==> config.mk <==
export PLATFORM = sky130hd
export DESIGN_NAME = bci_port
export DESIGN_NICKNAME = d
export VERILOG_FILES = /design/src/rtl/bci_pkg.sv /design/src/rtl/bci_sync.sv /design/src/rtl/bci_port.sv
export SDC_FILE = /design/constraint.sdc
export NUM_CORES = 1
export LEC_CHECK = 0
export BUFFER_PORTS_ARGS = -buffer_cell sky130_fd_sc_hd__buf_2
export CAP_MARGIN = 20
export CORE_ASPECT_RATIO = 0.6
export CORE_UTILIZATION = 50
export CTS_CLUSTER_DIAMETER = 50
export DETAILED_ROUTE_END_ITERATION = 16
export GPL_TIMING_DRIVEN = 0
export HOLD_SLACK_MARGIN = 0.05
export PLACE_DENSITY = 0.78
export SKIP_CTS_REPAIR_TIMING = 1
export SYNTH_ARGS = -nofsm -noshare
export SYNTH_HDL_FRONTEND = slang
export SYNTH_SLANG_ARGS = --single-unit
==> constraint.sdc <==
create_clock -name i_sys_clk -period 3.3 [get_ports i_sys_clk]
set_input_delay 0.66 -clock i_sys_clk [delete_from_list [all_inputs] [get_ports i_sys_clk]]
set_output_delay 0.66 -clock i_sys_clk [all_outputs]
set_load 0.005 [all_outputs]
==> src/rtl/bci_pkg.sv <==
// shared constants, states and carriers for the bus controller host/dma port
`default_nettype none
package bci_pkg;
    localparam int ADDR_W       = 16;  // up to 64k words of shared memory
    localparam int DATA_W       = 16;
    localparam int REG_IDX_W    = 4;   // sixteen internal registers
    localparam int CMD_W        = 16;
    localparam int CMD_TA_LSB   = 11;  // terminal address field starts at this bit
    localparam int LGL_W        = CMD_TA_LSB;
    localparam logic PIN_OFF    = 1'b1;  // idle level of every active-low pin
    localparam logic OE_OFF     = 1'b1;  // output enable released
    localparam logic [ADDR_W-1:0] HIST_BASE_DEF = 16'h0100;
    localparam logic [ADDR_W-1:0] ADDR_ONE      = 16'h0001;

    // one memory access presented by the protocol core
    typedef struct packed {
        logic              write;
        logic              last;   // final word of this transfer
        logic [ADDR_W-1:0] addr;
        logic [DATA_W-1:0] data;
    } bci_acc_t;

    // host and arbiter pins that are synchronised together
    typedef struct packed {
        logic                 cs_n;
        logic                 rd_n;
        logic                 wr_n;
        logic                 msel_n;
        logic                 grant_n;
        logic                 aen_n;
        logic                 legal;
        logic [REG_IDX_W-1:0] idx;
    } bci_pins_t;

    localparam bci_pins_t PINS_RST = '{cs_n: 1'b1, rd_n: 1'b1, wr_n: 1'b1, msel_n: 1'b1,
                                       grant_n: 1'b1, aen_n: 1'b1, legal: 1'b0,
                                       idx: 4'h0};

    typedef enum logic [5:0] {
        ST_IDLE  = 6'h01,
        ST_WAIT  = 6'h02,
        ST_OWN   = 6'h04,
        ST_SETUP = 6'h08,
        ST_STRB  = 6'h10,
        ST_DONE  = 6'h20
    } bci_state_t;
endpackage
`default_nettype wire

==> src/rtl/bci_sync.sv <==
// two-flop synchroniser for a vector of pin levels
`default_nettype none
module bci_sync #(
    parameter int             W   = 1,
    parameter logic [W-1:0]   RST = '0
) (
    input  wire logic         i_sys_clk,
    input  wire logic         i_arst_n,
    input  wire logic [W-1:0] i_d,
    output logic      [W-1:0] o_q
);
    logic [W-1:0] meta_r;

    // first stage feeds only the second stage
    always_ff @(posedge i_sys_clk or negedge i_arst_n) begin
        if (!i_arst_n) begin
            meta_r <= RST;
            o_q    <= RST;
        end else begin
            meta_r <= i_d;
            o_q    <= meta_r;
        end
    end
endmodule // bci_sync
`default_nettype wire

==> src/rtl/bci_port.sv <==
// host, dma and legalization port of the bus controller / remote terminal
// Operation
// - dma transfer for bc blocks or rt commands
// - request, then start only after grant
// - ack while owning buses; ends on ack release
// - drive indicator only while driving buses
// - address driven only while address gate allows
// - grant passes to chain when not requesting
// - pseudo-dual-port forwards host memory strobes
// - host memory strobes ignored during own access
// - standard mode strobes only after grant
// - buses floating except register read or drive
// - register access ignored during own access
// - rt busy blocks starting dma transfers
// - burst indicator on multiple consecutive accesses
// - four address bits select sixteen registers
// - shared memory space up to 64k words
// - descriptor method decides command legality
// - command without terminal address on legal bus
// - legal input high legal, low illegal
// - legal bus floats during master reset
// - per-channel transmitter-on and active channel outputs
// - interrupt events logged in memory history list
`default_nettype none
module bci_port import bci_pkg::*; #(
    parameter logic [ADDR_W-1:0] HIST_BASE = HIST_BASE_DEF
) (
    // clock and master reset
    input  wire logic              i_sys_clk,
    input  wire logic              i_arst_n,
    // configuration levels
    input  wire logic              i_rt_mode,
    input  wire logic              i_rt_busy,
    input  wire logic              i_pdp_mode,
    input  wire logic              i_bus_lgl_mode,
    // protocol core memory access
    input  wire logic              i_acc_valid,
    input  wire bci_acc_t          i_acc,
    output logic                   o_acc_done,
    output logic      [DATA_W-1:0] o_acc_rdata,
    // interrupt event logging
    input  wire logic              i_evt_valid,
    input  wire logic [DATA_W-1:0] i_evt_word,
    output logic      [ADDR_W-1:0] o_hist_ptr,
    // internal register file
    output logic                   o_reg_rd,
    output logic                   o_reg_wr,
    output logic   [REG_IDX_W-1:0] o_reg_idx,
    output logic      [DATA_W-1:0] o_reg_wdata,
    input  wire logic [DATA_W-1:0] i_reg_rdata,
    // host and arbiter pins
    input  wire logic              i_cs_n,
    input  wire logic              i_rd_n,
    input  wire logic              i_wr_n,
    input  wire logic              i_host_memory_select_in_n,
    input  wire logic [ADDR_W-1:0] i_addr,
    input  wire logic              i_bus_grant_in_n,
    input  wire logic              i_address_output_gate_n,
    output logic                   o_bus_request_out_n,
    output logic                   o_bus_owned_ack_n,
    output logic                   o_grant_chain_out_n,
    output logic                   o_bus_drive_indicator_n,
    output logic                   o_burst_n,
    // memory strobes
    output logic                   o_memory_read_out_n,
    output logic                   o_memory_store_out_n,
    output logic                   o_memory_select_out_n,
    // address and data buses
    output logic      [ADDR_W-1:0] o_addr,
    output logic                   o_addr_oe_n,
    input  wire logic [DATA_W-1:0] i_data,
    output logic      [DATA_W-1:0] o_data,
    output logic                   o_data_oe_n,
    // command legalization
    input  wire logic [CMD_W-1:0]  i_cmd_word,
    input  wire logic              i_cmd_valid,
    input  wire logic              i_desc_legal,
    input  wire logic              i_command_legal_in,
    output logic      [LGL_W-1:0]  o_lgl_bus,
    output logic                   o_lgl_oe_n,
    output logic                   o_cmd_legal,
    // transceiver support
    input  wire logic              i_tx_on_a,
    input  wire logic              i_tx_on_b,
    input  wire logic              i_chan_a_active,
    output logic                   o_failsafe_timer_on_ch_a_n,
    output logic                   o_failsafe_timer_on_ch_b_n,
    output logic                   o_active_channel_indicator
);
    bci_pins_t  pin_raw;
    bci_pins_t  pin_s;
    bci_state_t st_r;
    bci_acc_t   cur_r;
    logic       src_hist_r;
    logic       hist_pend_r;
    logic [DATA_W-1:0] hist_word_r;
    logic       rd_prev_r;
    logic       wr_prev_r;
    logic       want;
    logic       blocked;
    logic       host_rd;
    logic [DATA_W-1:0] data_s;

    // host, arbiter and legal pins go through two flops first
    assign pin_raw = '{cs_n: i_cs_n, rd_n: i_rd_n, wr_n: i_wr_n,
                       msel_n: i_host_memory_select_in_n, grant_n: i_bus_grant_in_n,
                       aen_n: i_address_output_gate_n, legal: i_command_legal_in,
                       idx: i_addr[REG_IDX_W-1:0]};

    bci_sync #(.W($bits(bci_pins_t)), .RST(PINS_RST)) u_pin_sync (
        .i_sys_clk (i_sys_clk),
        .i_arst_n  (i_arst_n),
        .i_d       (pin_raw),
        .o_q       (pin_s)
    );

    // host write data arrives with the strobes, so it takes the same two flops
    bci_sync #(.W(DATA_W)) u_data_sync (
        .i_sys_clk (i_sys_clk),
        .i_arst_n  (i_arst_n),
        .i_d       (i_data),
        .o_q       (data_s)
    );

    // request sources: core transfers first, history words when core is quiet
    assign want    = i_acc_valid || hist_pend_r;
    assign blocked = i_rt_mode && i_rt_busy;
    assign host_rd = !pin_s.cs_n && !pin_s.rd_n;

    // transfer sequencer
    always_ff @(posedge i_sys_clk or negedge i_arst_n) begin
        if (!i_arst_n) begin
            st_r <= ST_IDLE;
        end else begin
            case (st_r)
                ST_IDLE:  if (want && !blocked) st_r <= ST_WAIT;
                ST_WAIT:  if (!pin_s.grant_n) st_r <= ST_OWN;
                ST_OWN:   if (!pin_s.aen_n && want) st_r <= ST_SETUP;
                ST_SETUP: st_r <= ST_STRB;
                ST_STRB:  st_r <= ST_DONE;
                ST_DONE:  st_r <= cur_r.last ? ST_IDLE : ST_OWN;
                default:  st_r <= ST_IDLE;
            endcase
        end
    end

    // latch the access word on entry to the drive phase
    always_ff @(posedge i_sys_clk or negedge i_arst_n) begin
        if (!i_arst_n) begin
            cur_r      <= '0;
            src_hist_r <= 1'b0;
        end else if (st_r == ST_OWN && !pin_s.aen_n && want) begin
            src_hist_r <= !i_acc_valid;
            if (i_acc_valid) begin
                cur_r <= i_acc;
            end else begin
                cur_r <= '{write: 1'b1, last: 1'b1, addr: o_hist_ptr, data: hist_word_r};
            end
        end
    end

    // request held until grant, dropped with the last access
    always_ff @(posedge i_sys_clk or negedge i_arst_n) begin
        if (!i_arst_n) begin
            o_bus_request_out_n <= PIN_OFF;
            o_bus_owned_ack_n   <= PIN_OFF;
            o_burst_n           <= PIN_OFF;
        end else begin
            if (st_r == ST_IDLE && want && !blocked) o_bus_request_out_n <= 1'b0;
            else if (st_r == ST_DONE && cur_r.last) o_bus_request_out_n <= PIN_OFF;
            if (st_r == ST_WAIT && !pin_s.grant_n) o_bus_owned_ack_n <= 1'b0;
            else if (st_r == ST_DONE && cur_r.last) o_bus_owned_ack_n <= PIN_OFF;
            if (st_r == ST_DONE && !cur_r.last) o_burst_n <= 1'b0;
            else if (st_r == ST_DONE) o_burst_n <= PIN_OFF;
        end
    end

    // grant chain passes through only while nothing is requested
    always_ff @(posedge i_sys_clk or negedge i_arst_n) begin
        if (!i_arst_n) begin
            o_grant_chain_out_n <= PIN_OFF;
        end else begin
            o_grant_chain_out_n <= pin_s.grant_n || (st_r != ST_IDLE) || want;
        end
    end

    // bus drive: address gated, data only for writes or register reads
    always_ff @(posedge i_sys_clk or negedge i_arst_n) begin
        if (!i_arst_n) begin
            o_bus_drive_indicator_n <= PIN_OFF;
            o_addr_oe_n             <= OE_OFF;
            o_data_oe_n             <= OE_OFF;
            o_addr                  <= '0;
            o_data                  <= '0;
        end else begin
            // indicator covers the setup and strobe cycles of own accesses; register reads drive data without it
            o_bus_drive_indicator_n <= !(st_r == ST_SETUP || st_r == ST_STRB);
            o_addr_oe_n <= !((st_r == ST_SETUP || st_r == ST_STRB) && !pin_s.aen_n);
            o_addr      <= cur_r.addr;
            if (st_r == ST_SETUP || st_r == ST_STRB) begin
                o_data_oe_n <= !cur_r.write;
                o_data      <= cur_r.data;
            end else begin
                o_data_oe_n <= !(host_rd && o_bus_owned_ack_n);
                o_data      <= i_reg_rdata;
            end
        end
    end

    // memory strobes: own access, else host pass-through in pdp mode
    always_ff @(posedge i_sys_clk or negedge i_arst_n) begin
        if (!i_arst_n) begin
            o_memory_read_out_n   <= PIN_OFF;
            o_memory_store_out_n  <= PIN_OFF;
            o_memory_select_out_n <= PIN_OFF;
        end else if (st_r == ST_SETUP || st_r == ST_STRB) begin
            o_memory_select_out_n <= 1'b0;
            o_memory_read_out_n   <= cur_r.write;  // opens early: ram settles before capture
            o_memory_store_out_n  <= !(st_r == ST_STRB && cur_r.write);
        end else if (i_pdp_mode && o_bus_owned_ack_n && st_r != ST_OWN) begin
            o_memory_select_out_n <= pin_s.msel_n;
            o_memory_read_out_n   <= pin_s.rd_n;
            o_memory_store_out_n  <= pin_s.wr_n;
        end else begin
            o_memory_select_out_n <= PIN_OFF;
            o_memory_read_out_n   <= PIN_OFF;
            o_memory_store_out_n  <= PIN_OFF;
        end
    end

    // read data capture and completion pulse back to the source
    always_ff @(posedge i_sys_clk or negedge i_arst_n) begin
        if (!i_arst_n) begin
            o_acc_done  <= 1'b0;
            o_acc_rdata <= '0;
        end else begin
            o_acc_done <= (st_r == ST_STRB) && !src_hist_r;
            if (st_r == ST_STRB && !cur_r.write) o_acc_rdata <= i_data;
        end
    end

    // history list: a new event wins over the clear of the old one
    always_ff @(posedge i_sys_clk or negedge i_arst_n) begin
        if (!i_arst_n) begin
            hist_pend_r <= 1'b0;
            hist_word_r <= '0;
            o_hist_ptr  <= HIST_BASE;
        end else begin
            if (i_evt_valid) begin
                hist_pend_r <= 1'b1;
                hist_word_r <= i_evt_word;
            end else if (st_r == ST_STRB && src_hist_r) begin
                hist_pend_r <= 1'b0;
            end
            if (st_r == ST_STRB && src_hist_r) o_hist_ptr <= o_hist_ptr + ADDR_ONE;
        end
    end

    // register strobes: one per active edge of rd or wr, blocked while owning
    always_ff @(posedge i_sys_clk or negedge i_arst_n) begin
        if (!i_arst_n) begin
            rd_prev_r   <= 1'b0;
            wr_prev_r   <= 1'b0;
            o_reg_rd    <= 1'b0;
            o_reg_wr    <= 1'b0;
            o_reg_idx   <= '0;
            o_reg_wdata <= '0;
        end else begin
            rd_prev_r <= !pin_s.rd_n;
            wr_prev_r <= !pin_s.wr_n;
            o_reg_rd  <= !pin_s.cs_n && !pin_s.rd_n && !rd_prev_r && o_bus_owned_ack_n;
            o_reg_wr  <= !pin_s.cs_n && !pin_s.wr_n && !wr_prev_r && o_bus_owned_ack_n;
            o_reg_idx <= pin_s.idx;
            o_reg_wdata <= data_s;
        end
    end

    // legalization bus floats in reset; legality from pin or descriptor
    always_ff @(posedge i_sys_clk or negedge i_arst_n) begin
        if (!i_arst_n) begin
            o_lgl_oe_n  <= OE_OFF;
            o_lgl_bus   <= '0;
            o_cmd_legal <= 1'b0;
        end else begin
            o_lgl_oe_n <= !i_bus_lgl_mode;
            if (i_cmd_valid) o_lgl_bus <= i_cmd_word[LGL_W-1:0];
            o_cmd_legal <= i_bus_lgl_mode ? pin_s.legal : i_desc_legal;
        end
    end

    // transmitter-on and channel outputs for the fail-safe timer
    always_ff @(posedge i_sys_clk or negedge i_arst_n) begin
        if (!i_arst_n) begin
            o_failsafe_timer_on_ch_a_n <= PIN_OFF;
            o_failsafe_timer_on_ch_b_n <= PIN_OFF;
            o_active_channel_indicator <= 1'b1;
        end else begin
            o_failsafe_timer_on_ch_a_n <= !i_tx_on_a;
            o_failsafe_timer_on_ch_b_n <= !i_tx_on_b;
            o_active_channel_indicator <= i_chan_a_active;
        end
    end
endmodule // bci_port
`default_nettype wire

==> metrics.md <==
| Metric | Value |
|---|---|
| Overall Global Routing Usage | 21.5% |
| VDD IR-drop max | 0.481 mV |
| Initial DRC Count | 282 |
| Post-synthesis sequential area ratio | between 70 and 80% |
| Dpl hpwl | approximately 12000 um |
| Status | complete, no violations |
| GRT overflow | 0 |
| GR Util met1 | just under 30% |
| Syn Nets | between 600 and 700 |
| Bufs and invs on worst path | 3 |
| CTS root buf | clkbuf_16 |
| EDFF count, synth | 0 |
| Asr flop ratio synth | between 90% and 100% |
| Met2 global-route usage | 33.0% |
| FP Rows | 35 |
| Commonest non-fill, non-tap cell in the layout | buf_2 |
| Final setup vio count | 0 |
| First-pass GRT wire length | around 27000 um |
| Die Height | ~100 um |
| Pwr dens | between 600 and 700 nW/um2 |
| Crit path max-delay family | simple AND/OR/NAND/NOR gates |
| GR Layer Usage met3 | about 7.4% |
| I/O pin cnt | 247 |
| Max-cap viol count | 0 |
| Yosys reg bits | between 200 and 250 |
| Initial antenna violation count | 1 |
| Main synth FF type | dfrtp_1 |
| CP required | between 3 and 4 ns |
| Drt pass-1 iters | 4 |
| Startpoint types | register |
| Yosys cell types | 49 |
| DRC | 0 |
| Clock Pin Slew Worst Setup and Hold Paths | ~0.070 ns |
| Core area | between 15000 and 20000 um2 |
| Util after Layout | 65.1% |
| Total wire length | around 17000 um |
| Non-filler cells, final | just under 1000 |
| PnR Total Power | approximately 6.5 mW |
| Tightest Pin Transition | about 0.92 ns |
| Placed cells | 953 |
| Proportion of netlist area held by the largest area contributor | 62.8% |
| Initial Util | 51.5% |
| LEAKAGE | about 5.0 nW |
| Drt wl/cell | around 17 um |
| CP Capture Type | register |
| Via count | between 4000 and 5000 |
| TritonCTS Buffers | 21 |
| Largest net degree at the start of global routing | between 100 and 150 |
| CP Cell Sequence | buf_6 > or2_2 > nor4_2 > inv_2 > buf_1 > mux2_2 |
| Worst-case clock buffer depth | 3 |
| Largest stage delay, worst path | 0.51 ns |
| Die width | roughly 160 um |
| Layout cells sized above 1 | 47.0% |
| Final Hold Viols | 0 |
| Period utilization | between 70% and 80% |
| Max Fclk | 403 MHz |
| Post-synthesis cell count | 522 |
| Mean Syn Cell Area | 15.2 um2 |
| Period minus WS final | ~2.5 ns |
| Layer with the highest usage | met2 |
| Final Slew Violations | 0 |
| CTS tree | built |
| Area leader, netlist | dfrtp_1 |
| Gpl congestion | 0.819 |
| Vias per cell | around 5 |
| Die area | about 16000 um2 |
| Synth-to-Final Area Change | 26.4% |
| Synth warn | 0 |
| Crit path kind | register to register |
| Vias in the first global route | 5276 |
| Setup TNS | 0 ns |
| Hold WC Path Type | primary input to register |
| CP max stage cell | nor4_2 |
| Routed Antenna Nets | 0 |
| Commonest cells after routing, fill and taps aside | buf_2 (234), dfrtp_1 (199), mux2_2 (51) |
| Relative slew slack | a little under two fifths |
| Clock Skews | between 0.01 and 0.015 ns |
| Setup slack, reg-to-reg | 0.82 ns |
| # H-tree levels | 1 |
| Worst skew pair latency | 0.49 ns |
| Worst Path Max Fanout | 10 |
| Mapped Area | 7940 um2 |
| Final Net Count | 908 |
| Arr. time, crit path | approximately 2.9 ns |
| Synth top area cells | dfrtp_1 (63%), dfstp_2 (9.3%), mux2_2 (7.2%) |
| Unrepaired setup endpoints after global routing | false |
| Clock Sinks | around 230 |
| Port Buf Inserts | around 230 |
## cell type report
type | instances | area, um2
Antenna cell | 1 | 2.50
Clock inverter | 8 | 81.3
Buffer | 24 | 139
Multi-Input combinational cell | 261 | 2040
Sequential cell | 227 | 5720
Tap cell | 203 | 254
Fill cell | 1125 | 5380
Clock buffer | 29 | 586
Inverter | 10 | 40.0
Timing Repair Buffer | 228 | 1170
## worst paths after layout
path                                         startpoint                        endpoint  cells after the start
max reg2reg                         st_r[1]$_DFFE_PN0P_             o_data[8]$_DFF_PN0_                      6
max                                 st_r[1]$_DFFE_PN0P_             o_data[8]$_DFF_PN0_                      6
min reg2reg                u_data_sync.o_q[7]$_DFF_PN0_        o_reg_wdata[7]$_DFF_PN0_                      0
min in group asynchronous                      i_arst_n           cur_r[25]$_DFFE_PN0P_                      1
max in group asynchronous                      i_arst_n            o_lgl_oe_n$_DFF_PN1_                      2
min                                              i_wr_n  u_pin_sync.meta_r[8]$_DFF_PN1_                      1
## state kept, by name, summed over array words and instances (netlist names), 4 cells and up
signal / count
cur_r: 34
hist_word_r: 16
o_acc_rdata: 16
o_addr: 16
o_data: 16
o_hist_ptr: 16
o_lgl_bus: 11
o_reg_idx: 4
o_reg_wdata: 16
st_r: 6
u_data_sync.meta_r: 16
u_data_sync.o_q: 16
u_pin_sync.meta_r: 11
u_pin_sync.o_q: 11
## per-layer routing
layer	wire length [um]	vias up	part of all wire [%]
met5	0	-	0
met2	7520	189	44
met1	7640	2448	45
met3	1550	24	9.1
li1	-	2298	-
met4	299	0	1.8
## kinds of logic (layout without fill, tap and decap cells)
| logic type | count (synthesis) | in the layout | share of synthesized area (%) |
|---|---|---|---|
| flops | 227 | 227 | 72.0 |
| simple gates | 98 | 98 | 6.89 |
| mux | 94 | 94 | 13.3 |
| compound gates | 51 | 51 | 3.48 |
| buf+inv | 34 | 299 | 2.25 |
| xor+xnor | 17 | 17 | 1.88 |
| fa+ha+maj | 1 | 1 | 0.158 |
| other cells | 0 | 1 | 0 |
## power by group
group	switching [mW]	internal (mW)	total (mW)
registers	0.175	3.16	3.34
clock network	1.00	1.33	2.33
logic	0.411	0.410	0.821
total	1.59	4.90	6.49
## worst reg2reg max path: cells and delay by family, from the launching register on
kind                   cells  cell delay (ns)
buffers and inverters      3             0.79
DFF                        1             0.38
muxes                      1             0.39
and+or+nand+nor            2             0.80
## through the flow
step | instance area, um2 | worst slack (ns) | hold WS [ns]
floorplan | 7940 | 1.10 | 0.331
global placement | 9330 | -2.02 | 0.332
detailed placement | 9360 | 0.407 | 0.335
CTS | 10000 | 0.699 | 0.242
global route | 10000 | 0.623 | 0.239
finish | 10000 | 0.816 | 0.261
## synthesized netlist by cell type (10+ instances only)
| cell type | instances |
|---|---|
| mux2_4 | 10 |
| o21ai_0 | 17 |
| mux2i_1 | 32 |
| nand2_1 | 41 |
| xnor2_1 | 13 |
| mux2_2 | 51 |
| dfstp_2 | 28 |
| dfrtp_1 | 199 |
| o21ai_1 | 21 |
| clkbuf_1 | 10 |
Power figures use the tool's default switching activity.
